===== config.mk =====
export PLATFORM = sky130hd
export DESIGN_NAME = timer_capture_counter
export DESIGN_NICKNAME = d
export VERILOG_FILES = /design/src/inc/tc_pkg.sv /design/src/hdl/timer_capture_counter.sv
export SDC_FILE = /design/constraint.sdc
export NUM_CORES = 1
export LEC_CHECK = 0
export BUFFER_PORTS_ARGS = -buffer_cell sky130_fd_sc_hd__buf_2
export CAP_MARGIN = 10
export CORE_MARGIN = 2
export CORE_UTILIZATION = 55
export DETAILED_ROUTE_END_ITERATION = 12
export PLACE_DENSITY = 0.76
export SETUP_SLACK_MARGIN = 0.02
export SLEW_MARGIN = 40
export SYNTH_ARGS = -nofsm -noshare
export SYNTH_HDL_FRONTEND = slang
export SYNTH_SLANG_ARGS = --single-unit

===== constraint.sdc =====
create_clock -name mclk_i -period 3.9 [get_ports mclk_i]
set_clock_uncertainty 0.2 [all_clocks]
set_input_delay 0.39 -clock mclk_i [delete_from_list [all_inputs] [get_ports mclk_i]]
set_output_delay 0.39 -clock mclk_i [all_outputs]
set_load 0.005 [all_outputs]

===== src/inc/tc_pkg.sv =====
// Constants for the eight-bit timer / event counter / capture unit.
// Assumes a single system clock and a plain strobe register port.

package tc_pkg;

  // ----------------------------------------------------------------
  // Register map (word index on the 2-bit address port)
  // ----------------------------------------------------------------
  localparam int unsigned ADDR_W = 2;
  localparam logic [1:0] ADDR_CTRL = 2'h0;
  localparam logic [1:0] ADDR_PERIOD_A = 2'h1;
  localparam logic [1:0] ADDR_CAPTURE_B = 2'h2;
  localparam logic [1:0] ADDR_COUNT = 2'h3;

  // ----------------------------------------------------------------
  // counter_control_reg fields
  // ----------------------------------------------------------------
  localparam int unsigned CTRL_MODE_BIT = 0;
  localparam int unsigned CTRL_SRC_LSB = 1;
  localparam int unsigned CTRL_SRC_MSB = 3;
  localparam int unsigned CTRL_RUN_BIT = 4;
  localparam int unsigned CTRL_AUTO_CAPTURE_ENABLE_BIT = 6;
  // Bits 5 and 7 are not stored and read as zero
  localparam logic [7:0] CTRL_WMASK = 8'h5f;
  localparam logic [7:0] CTRL_RESET = 8'h00;

  // Source code that selects the pin instead of the prescaler when the mode bit is clear
  localparam logic [2:0] SRC_EXTERNAL = 3'h7;

  // ----------------------------------------------------------------
  // Prescaler: code 000 divides by 2^13, each step halves that,
  // the half-rate select adds one more stage
  // ----------------------------------------------------------------
  localparam int unsigned PRE_W = 15;
  localparam logic [3:0] PRE_SHIFT_BASE = 4'hd;
  localparam logic [PRE_W-1:0] PRE_ONE = 15'h0001;
  localparam logic [PRE_W-1:0] PRE_ZERO = 15'h0000;

  // ----------------------------------------------------------------
  // Data values
  // ----------------------------------------------------------------
  localparam logic [7:0] COUNT_ZERO = 8'h00;
  localparam logic [7:0] COUNT_ONE = 8'h01;
  localparam logic [7:0] COUNT_MAX = 8'hff;
  localparam logic [7:0] PERIOD_A_RESET = 8'hff;
  localparam logic [7:0] CAPTURE_B_RESET = 8'hff;

  // ----------------------------------------------------------------
  // Operating state of the counter
  // ----------------------------------------------------------------
  typedef enum logic [1:0] {
    OP_IDLE = 2'b00,
    OP_TIMER = 2'b01,
    OP_EVENT = 2'b10,
    OP_CAPTURE = 2'b11
  } op_e;

endpackage


===== src/hdl/timer_capture_counter.sv =====
// Eight-bit up-counter with timer, event counter and capture modes.
// Assumes registers are reached over a strobe port on mclk_i and that
// the pulse source keeps every phase at least four clocks long.
//
// What this block does
// - Three modes: periodic timer, external event counting, pulse capture.
// - Timer mode counts ticks of the selected prescaled internal clock.
// - Timer match with period_capture_a pulses tc_irq and clears counter.
// - Auto-capture copies the live count into capture_b continuously.
// - The zero loaded after a match is not copied into capture_b.
// - Event mode counts rising edges of the event input pin.
// - Event match is acted on at the following falling pin edge.
// - Auto-capture also works in event counter mode.
// - Capture mode counts the selected internal prescaled clock.
// - Capture mode falling edge latches the count into capture_b.
// - Capture rising edge latches period_capture_a, interrupts, clears counter.
// - Rising first edge leaves capture_b at its last value, all ones at reset.
// - Capture overflow interrupts, loads all ones into period_capture_a, clears.
// - After overflow, capture and overflow wait for a period_capture_a read.
// - Run bit low stops and clears the counter; high starts it.
// - STOP mode entry clears the run bit and halts the counter.
// - Source code 111 with the mode bit clear selects the pin, giving event counter behaviour.
// - Auto-capture works in timer and event modes only.

`timescale 1ns/100ps

module timer_capture_counter
  import tc_pkg::*;
(
  // Clock and reset
  input wire logic mclk_i,
  input wire logic rst_n_i,
  // Register port
  input wire logic [ADDR_W-1:0] addr_i,
  input wire logic [7:0] wdata_i,
  input wire logic wr_i,
  input wire logic rd_i,
  output logic [7:0] rdata_o,
  // System controls
  input wire logic prescale_half_select_i,
  input wire logic stop_mode_entry_i,
  // External pulse input
  input wire logic event_input_pin_i,
  // Interrupt request
  output logic tc_irq_o
);

  // ----------------------------------------------------------------
  // State
  // ----------------------------------------------------------------
  typedef struct packed {
    logic [7:0] ctrl;
    logic [7:0] period_a;
    logic [7:0] capture_b;
    logic [7:0] count;
    logic [PRE_W-1:0] pre;
    logic pin_meta;
    logic pin_sync;
    logic pin_prev;
    logic just_cleared;
    logic capture_hold;
    logic irq;
    logic [7:0] rdata;
  } state_s;

  localparam state_s STATE_RESET = '{
    ctrl: CTRL_RESET,
    period_a: PERIOD_A_RESET,
    capture_b: CAPTURE_B_RESET,
    count: COUNT_ZERO,
    pre: PRE_ZERO,
    pin_meta: 1'b0,
    pin_sync: 1'b0,
    pin_prev: 1'b0,
    just_cleared: 1'b0,
    capture_hold: 1'b0,
    irq: 1'b0,
    rdata: COUNT_ZERO
  };

  state_s r;
  state_s next_r;

  // ----------------------------------------------------------------
  // Decoded controls
  // ----------------------------------------------------------------
  logic run;
  logic capture_mode;
  logic auto_capture_enable;
  logic [2:0] source_select;
  logic pin_rise;
  logic pin_fall;
  logic [3:0] pre_shift;
  logic [PRE_W-1:0] pre_mask;
  logic tick;
  op_e op;

  assign run = r.ctrl[CTRL_RUN_BIT];
  assign capture_mode = r.ctrl[CTRL_MODE_BIT];
  assign auto_capture_enable = r.ctrl[CTRL_AUTO_CAPTURE_ENABLE_BIT];
  assign source_select = r.ctrl[CTRL_SRC_MSB:CTRL_SRC_LSB];

  // Edges come from the second and third samples only
  assign pin_rise = r.pin_sync & ~r.pin_prev;
  assign pin_fall = ~r.pin_sync & r.pin_prev;

  // A tick is one clock per full wrap of the selected prescaler stages
  assign pre_shift = PRE_SHIFT_BASE - {1'b0, source_select}
                     + {3'h0, prescale_half_select_i};
  assign pre_mask = (PRE_ONE << pre_shift) - PRE_ONE;
  assign tick = ((r.pre & pre_mask) == pre_mask);

  always_comb begin
    if (!run) begin
      op = OP_IDLE;
    end else if (capture_mode) begin
      op = OP_CAPTURE;
    end else if (source_select == SRC_EXTERNAL) begin
      op = OP_EVENT;
    end else begin
      op = OP_TIMER;
    end
  end

  // ----------------------------------------------------------------
  // Next state
  // ----------------------------------------------------------------
  always_comb begin
    next_r = r;
    next_r.irq = 1'b0;

    // Two-stage synchroniser plus one history sample
    next_r.pin_meta = event_input_pin_i;
    next_r.pin_sync = r.pin_meta;
    next_r.pin_prev = r.pin_sync;

    // Prescaler restarts with each start so the first period is whole
    if (run) begin
      next_r.pre = r.pre + PRE_ONE;
    end else begin
      next_r.pre = PRE_ZERO;
    end

    // Software writes; hardware updates below take precedence
    if (wr_i) begin
      case (addr_i)
        ADDR_CTRL: begin
          next_r.ctrl = wdata_i & CTRL_WMASK;
        end
        ADDR_PERIOD_A: begin
          next_r.period_a = wdata_i;
        end
        default: begin
        end
      endcase
    end

    // Reading the period register releases a suspended capture
    if (rd_i && (addr_i == ADDR_PERIOD_A)) begin
      next_r.capture_hold = 1'b0;
    end

    case (op)
      OP_IDLE: begin
        // Stopped: counter held at zero
        next_r.count = COUNT_ZERO;
        next_r.just_cleared = 1'b0;
        next_r.capture_hold = 1'b0;
      end

      OP_TIMER: begin
        if (tick) begin
          if (r.count == r.period_a) begin
            next_r.count = COUNT_ZERO;
            next_r.irq = 1'b1;
            next_r.just_cleared = 1'b1;
          end else begin
            next_r.count = r.count + COUNT_ONE;
            next_r.just_cleared = 1'b0;
          end
        end
      end

      OP_EVENT: begin
        // Phases are at least four clocks, so rise and fall never coincide
        if (pin_rise) begin
          next_r.count = r.count + COUNT_ONE;
          next_r.just_cleared = 1'b0;
        end else if (pin_fall && (r.count == r.period_a)) begin
          next_r.count = COUNT_ZERO;
          next_r.irq = 1'b1;
          next_r.just_cleared = 1'b1;
        end
      end

      OP_CAPTURE: begin
        next_r.just_cleared = 1'b0;
        if (tick) begin
          next_r.count = r.count + COUNT_ONE;
        end
        if (!r.capture_hold) begin
          if (pin_rise) begin
            // Only the period register moves; capture_b keeps its value
            next_r.period_a = r.count;
            next_r.irq = 1'b1;
            next_r.count = COUNT_ZERO;
          end else if (pin_fall) begin
            next_r.capture_b = r.count;
          end else if (tick && (r.count == COUNT_MAX)) begin
            next_r.period_a = COUNT_MAX;
            next_r.irq = 1'b1;
            next_r.count = COUNT_ZERO;
            next_r.capture_hold = 1'b1;
          end
        end
      end

      default: begin
        next_r.count = COUNT_ZERO;
      end
    endcase

    // Live copy lags the counter by one clock; the zero after a match
    // is skipped so software still sees the count that matched
    if (auto_capture_enable && ((op == OP_TIMER) || (op == OP_EVENT))) begin
      if (!r.just_cleared) begin
        next_r.capture_b = r.count;
      end
    end

    // STOP entry beats a same-cycle software start
    if (stop_mode_entry_i) begin
      next_r.ctrl[CTRL_RUN_BIT] = 1'b0;
    end

    // Read data for the cycle after the strobe
    next_r.rdata = COUNT_ZERO;
    if (rd_i) begin
      case (addr_i)
        ADDR_CTRL: begin
          next_r.rdata = r.ctrl & CTRL_WMASK;
        end
        ADDR_PERIOD_A: begin
          next_r.rdata = r.period_a;
        end
        ADDR_CAPTURE_B: begin
          next_r.rdata = r.capture_b;
        end
        ADDR_COUNT: begin
          next_r.rdata = r.count;
        end
        default: begin
          next_r.rdata = COUNT_ZERO;
        end
      endcase
    end
  end

  // ----------------------------------------------------------------
  // State register
  // ----------------------------------------------------------------
  always_ff @(posedge mclk_i or negedge rst_n_i) begin
    if (!rst_n_i) begin
      r <= STATE_RESET;
    end else begin
      r <= next_r;
    end
  end

  // ----------------------------------------------------------------
  // Outputs
  // ----------------------------------------------------------------
  assign rdata_o = r.rdata;
  assign tc_irq_o = r.irq;

endmodule


# After elaboration in Yosys (flattened, before gate mapping)

Cells that the tools add are included.

Register bits after elaboration: 59
Bits of input ports: 17
Output and inout bits: 9
Word-level logic and storage cells: 93

$add $sub $neg: 5
Eq/ne operators: 12
Shift operators: 1
Multiplexer cells: 44
Bitwise gates (word level): 5
Reductions and logical operators: 13

Operators with widths:

| cell                    | count |
|---|---|
| $mux W8                 | 17 |
| $pmux W8 S4             | 2 |
| $mux W24                | 1 |
| $mux W16                | 1 |
| $add A15 B1 Y15 const B | 1 |
| $and A15 B15 Y15        | 1 |
| $eq A15 B15 Y1          | 1 |
| $mux W15                | 1 |
| $shl A1 B4 Y15 const A  | 1 |
| $sub A15 B1 Y15 const B | 1 |
| $mux W13                | 1 |
| $mux W2                 | 6 |
| $mux W1                 | 11 |
| $add A8 B1 Y8 const B   | 1 |
| $eq A2 B2 Y1 const B    | 4 |
| $eq A8 B8 Y1            | 1 |
| $eq A8 B8 Y1 const B    | 1 |
| $pmux W1 S3             | 2 |
| $reduce_and A2 Y1       | 3 |
| $mux W5                 | 1 |
| $add A4 B1 Y4           | 1 |
| $eq A2 B1 Y1 const B    | 2 |
| $logic_and A1 B1 Y1     | 4 |
| $logic_not A2 Y1        | 2 |
| 10 further kinds        | 13 |

# Depth between registers and ports, before layout

Word-level depth: 14
Gate-level depth with buffers: 18
Gate-level depth less buffers: 16

# Worst setup path after synthesis

Ideal clock, no wire load.

Path kind: reg-to-reg
From: register r[54] (netlist bit)
To: register r[31] (netlist bit)
Library setup time: 0.125 ns
Arrival: 3.351 ns
Data required time: 3.575 ns
Setup slack: 0.224 ns
Cell stages (with the launch flop): 18
Path buffers: 3
Cells stage by stage: dfrtp_1 > inv_1 > ha_1 > inv_1 > ha_1 > buf_4 > nor2b_2 > nand3_1 > ha_1 > buf_4 > buf_2 > o21ai_0 > o22ai_1 > a2111oi_4 > nand4_4 > nor2_4 > o21ai_1 > mux2_4

Word-level cells in the longest chain between the ends: 12
Elaborated cells on any way between the ends: 24

RTL lines:

| what                                                  | RTL line                                                   | text |
|---|---|---|
| start: declaration                                    | timer_capture_counter.sv:81                                | `state_s r;` |
| start signal: assignment                              | timer_capture_counter.sv:266                               | `r <= next_r;` |
| $sub A4 B3 Y4                                         | timer_capture_counter.sv:108                               | `assign pre_shift = PRE_SHIFT_BASE - {1'b0, source_select}` |
| $add A4 B1 Y4                                         | timer_capture_counter.sv:109                               | `+ {3'h0, prescale_half_select_i};` |
| $shl A1 B4 Y15                                        | timer_capture_counter.sv:110                               | `assign pre_mask = (PRE_ONE << pre_shift) - PRE_ONE;` |
| $sub A15 B1 Y15                                       | timer_capture_counter.sv:110                               |  |
| $and A15 B15 Y15                                      | timer_capture_counter.sv:111                               | `assign tick = ((r.pre & pre_mask) == pre_mask);` |
| $eq A15 B15 Y1                                        | timer_capture_counter.sv:111                               |  |
| $mux W8 / $logic_and A1 B1 Y1 (equally long branches) | timer_capture_counter.sv:198, timer_capture_counter.sv:209 |  |
| $mux W8                                               | timer_capture_counter.sv:209                               | `end else if (tick && (r.count == COUNT_MAX)) begin` |
| $mux W8                                               | timer_capture_counter.sv:207                               | `end else if (pin_fall) begin` |
| $mux W8                                               | timer_capture_counter.sv:202                               | `if (pin_rise) begin` |
| $mux W24                                              | timer_capture_counter.sv:201                               | `if (!r.capture_hold) begin` |
| $pmux W8 S4                                           | timer_capture_counter.sv:163                               | `case (op)` |

Parallel ways exist; a longest one is shown, timed or not.
A chain may end at the register's enable or synchronous reset.

# Final worst setup path

From: register r[54] (netlist bit)
To: register r[32] (netlist bit)

Same word-level chain as after synthesis.

==> impl_metrics.toml <==
[run_status]
status = "complete, no violations"

[placement]
placed_area_um2 = 3960
hpwlAfterDp_mm = 6.09
pre_cts_ws_ns = 0.0773
routabilityCongestion = 0.916
port_buffers = 25

[detailed_routing]
drt-initial-drc-count = 209
route.detailed.drc = 0
wl_per_cell_um = 17.8
final_antenna_net_count = 0
via_per_inst = 6.17
wl_mm = 8.71
first_pass_iters = 5
vias = 3022

[hold_path]
hold_start = "wdata_i[0]"
hp-class = "in2reg"
hold_depth = 2
hold-path-endpoint = "capture_mode"

[finish]
seq_area_um2 = 1500
stdcell_area_um2 = 4250
layout-drive-gt1-share = 0.290
fillers = 546
syn_to_final_growth_pct = 11.7
n_antenna_cell = 0
fin_nets = 427
multiInputGateArea_um2 = 2130

[timing]
relSlewSlack = 0.534
setup_viol = 0
grt_setup_unrepaired = "false"
max_clock_freq_mhz = 270
hold_viol_final = 0
tightest_slew_ns = 0.699
min_period_ns = 3.70
tns_ns = 0
layout_setup_ws_ns = 0.196
maxSlewViolCount = 0
fin_crit_sh = 0.950

[logic_synthesis]
seq_area_frac_synth = 0.393
async_reset_ff_frac = 1.00
ys_warn_count = 0
synth_most_common_cell = "dfrtp_1"
yosys.area.top_type_share = 0.283
synth.largest_area_cell = "dfrtp_1"
synth_seq_cells = 59
synth_area_um2 = 3800
synth_edf_count = 0
synth.distinct_cells = 67
ys.flop_type = "dfrtp_1"
syn_area_per_cell_um2 = 9.96
synthTopCellsByArea = "dfrtp_1 (28%), dfstp_2 (11%), mux2_2 (4.4%)"
ys_top_cells_by_count = "dfrtp_1 (43), nor2_1 (23), a21oi_1 (22)"
synthesis.nets = 404
syn-instance-count = 382

[die]
start_util = 0.563
die-area_um2 = 7600
io_pins = 26
die_h_um = 87.2
rows = 30
die_w_um = 87.2
core_um2 = 6760

[global_routing]
grt-ovfl-total = 0
grt_pass1_vias = 2840
grt_pass1_wl_mm = 14.5
grt_max_degree = 45
grt_antenna_before_repair = 0
grt_usage = 0.250

[setup_path]
reg2reg_depth = 16
r2r_end = "r[32]"
start_kind = "flop"
cp_data_required_time_ns = 3.94
crit_chain = "inv_1 -> ha_1 -> inv_1 -> ha_1 -> nand2b_1 -> nor3_2 -> inv_1 -> ha_4 -> nand2b_2 -> nand2b_1 -> a211oi_1 -> a2111oi_4 -> nand4_4 -> o31ai_1 -> and3_4 -> nor4_2"
cp_max_fo = 13
critical_path.max_stage_delay_ns = 0.42
crit_top_cell = "inv_1"
crit_arrival_ns = 3.74
reg2reg_slack_ns = 0.20
crit_slowest_cell = "a2111oi_4"
cp_top_family = "simple AND/OR/NAND/NOR gates"
critPathBufInv = 3
critPathKind = "reg2reg"
cp-end-kind = "flop"
r2r-start = "r[54]"

[clock_tree]
numCtsBuffers = 9
insertion_delay_ns = 0.36
tritoncts = "yes"
cts_buffer_depth = 2
cts.reportedPaths.clkPinSlew_ns = 0.07
cts_max_level = 3
cts_root_buf = "clkbuf_8"
cts.sinks = 59

[power]
ir_drop_uv = 224
p_leak_uw = 0.00188
power_density_nw_per_um2 = 400

[run]
max_cap_viol_count = 0
==> worst max path at each step <==
stage / start / to / cells after the start / slack, ns
2_1_floorplan: r[54] / r[31] / 17 / 0.22
3_3_place_gp: prescale_half_select_i / r[32] / 15 / 0.14
3_5_place_dp: prescale_half_select_i / r[29] / 16 / 0.08
4_1_cts: r[54] / r[32] / 16 / 0.05
5_1_grt: r[54] / r[29] / 16 / 0.03
6_report: r[54] / r[32] / 16 / 0.20
==> power breakdown <==
part	internal [µW]	total [µW]	leakage [µW]	switching, µW
Sequential	663	701	0.000747	38.4
Combinational	154	358	0.00102	204
Clock	377	641	0.000108	264
==> worst reg2reg max path, stage by stage, from the launching register on <==
cell and delay (ns):
dfrtp_1 0.40, inv_1 0.08, ha_1 0.18, inv_1 0.05
ha_1 0.30, nand2b_1 0.12, nor3_2 0.17, inv_1 0.10
ha_4 0.21, nand2b_2 0.23, nand2b_1 0.11, a211oi_1 0.08
a2111oi_4 0.42, nand4_4 0.25, o31ai_1 0.36, and3_4 0.29
nor4_2 0.06
==> flip-flops by register name, summed over array words and instances, names as in the netlist <==
signal,count
capture_mode,1
auto_capture_enable,1
rdata_o,8
r,46
next_r,2
tc_irq_o,1
==> per-layer routing <==
| metal | routed length [µm] | up-vias | GRT usage | part of all wire |
|---|---|---|---|---|
| li1 | - | 1441 | - | - |
| met1 | 4030 | 1480 | 0.358 | 0.46 |
| met2 | 4100 | 88 | 0.368 | 0.47 |
| met3 | 414 | 13 | 0.0502 | 0.048 |
| met4 | 168 | 0 | 0.108 | 0.019 |
| met5 | 0 | - | 0 | 0 |
==> through the flow <==
stage | util | total power [µW] | std cells | hold slack [ns]
after floorplan | - | 967 | 382 | -0.106
after global placement | 0.586 | 1050 | 470 | 0.132
after detailed placement | 0.586 | 1060 | 470 | 0.140
after CTS | 0.624 | 1700 | 489 | 0.0721
after global routing | 0.629 | 1770 | 490 | 0.0901
final | 0.629 | 1700 | 490 | 0.0798
==> placed cells by master, fill, tap and decap left out, types with 10 or more instances in the layout <==
master,instances
o21ai_0,17
buf_4,15
clkbuf_8,10
nand2_1,21
a21oi_1,22
mux2i_1,10
mux2_2,15
and2_1,18
buf_2,24
nand3_1,12
dfrtp_1,43
dfstp_2,16
nor2_1,23
nand2b_1,10
==> area by class of cell <==
| class | instances | share of cell area |
|---|---|---|
| repair buffers | 42 | 0.0618 |
| inverters | 9 | 0.00795 |
| flip-flops and latches | 59 | 0.352 |
| clock buffers | 10 | 0.0324 |
| clock inverters | 6 | 0.0209 |
| well taps | 80 | 0.0236 |
| multi-input cells | 284 | 0.501 |
==> kinds of logic after synthesis <==
family / synth area share
AOI/OAI and AO/OA: 0.155
xor gates and xnor gates: 0.0368
adders and majority gates: 0.0164
buffers and inverters: 0.0533
DFF: 0.393
muxes: 0.110
and+or+nand+nor: 0.235
==> repair_timing <==
item / 4_1_cts / 5_1_grt
hold endpoints to repair: 36 / 0
setup endpoints to repair: 0 / 18
hold buffers: 3 / 0
setup buffers: 0 / 1
resized for setup: 0 / 4
Note: power is estimated with default switching activity, not from simulation.
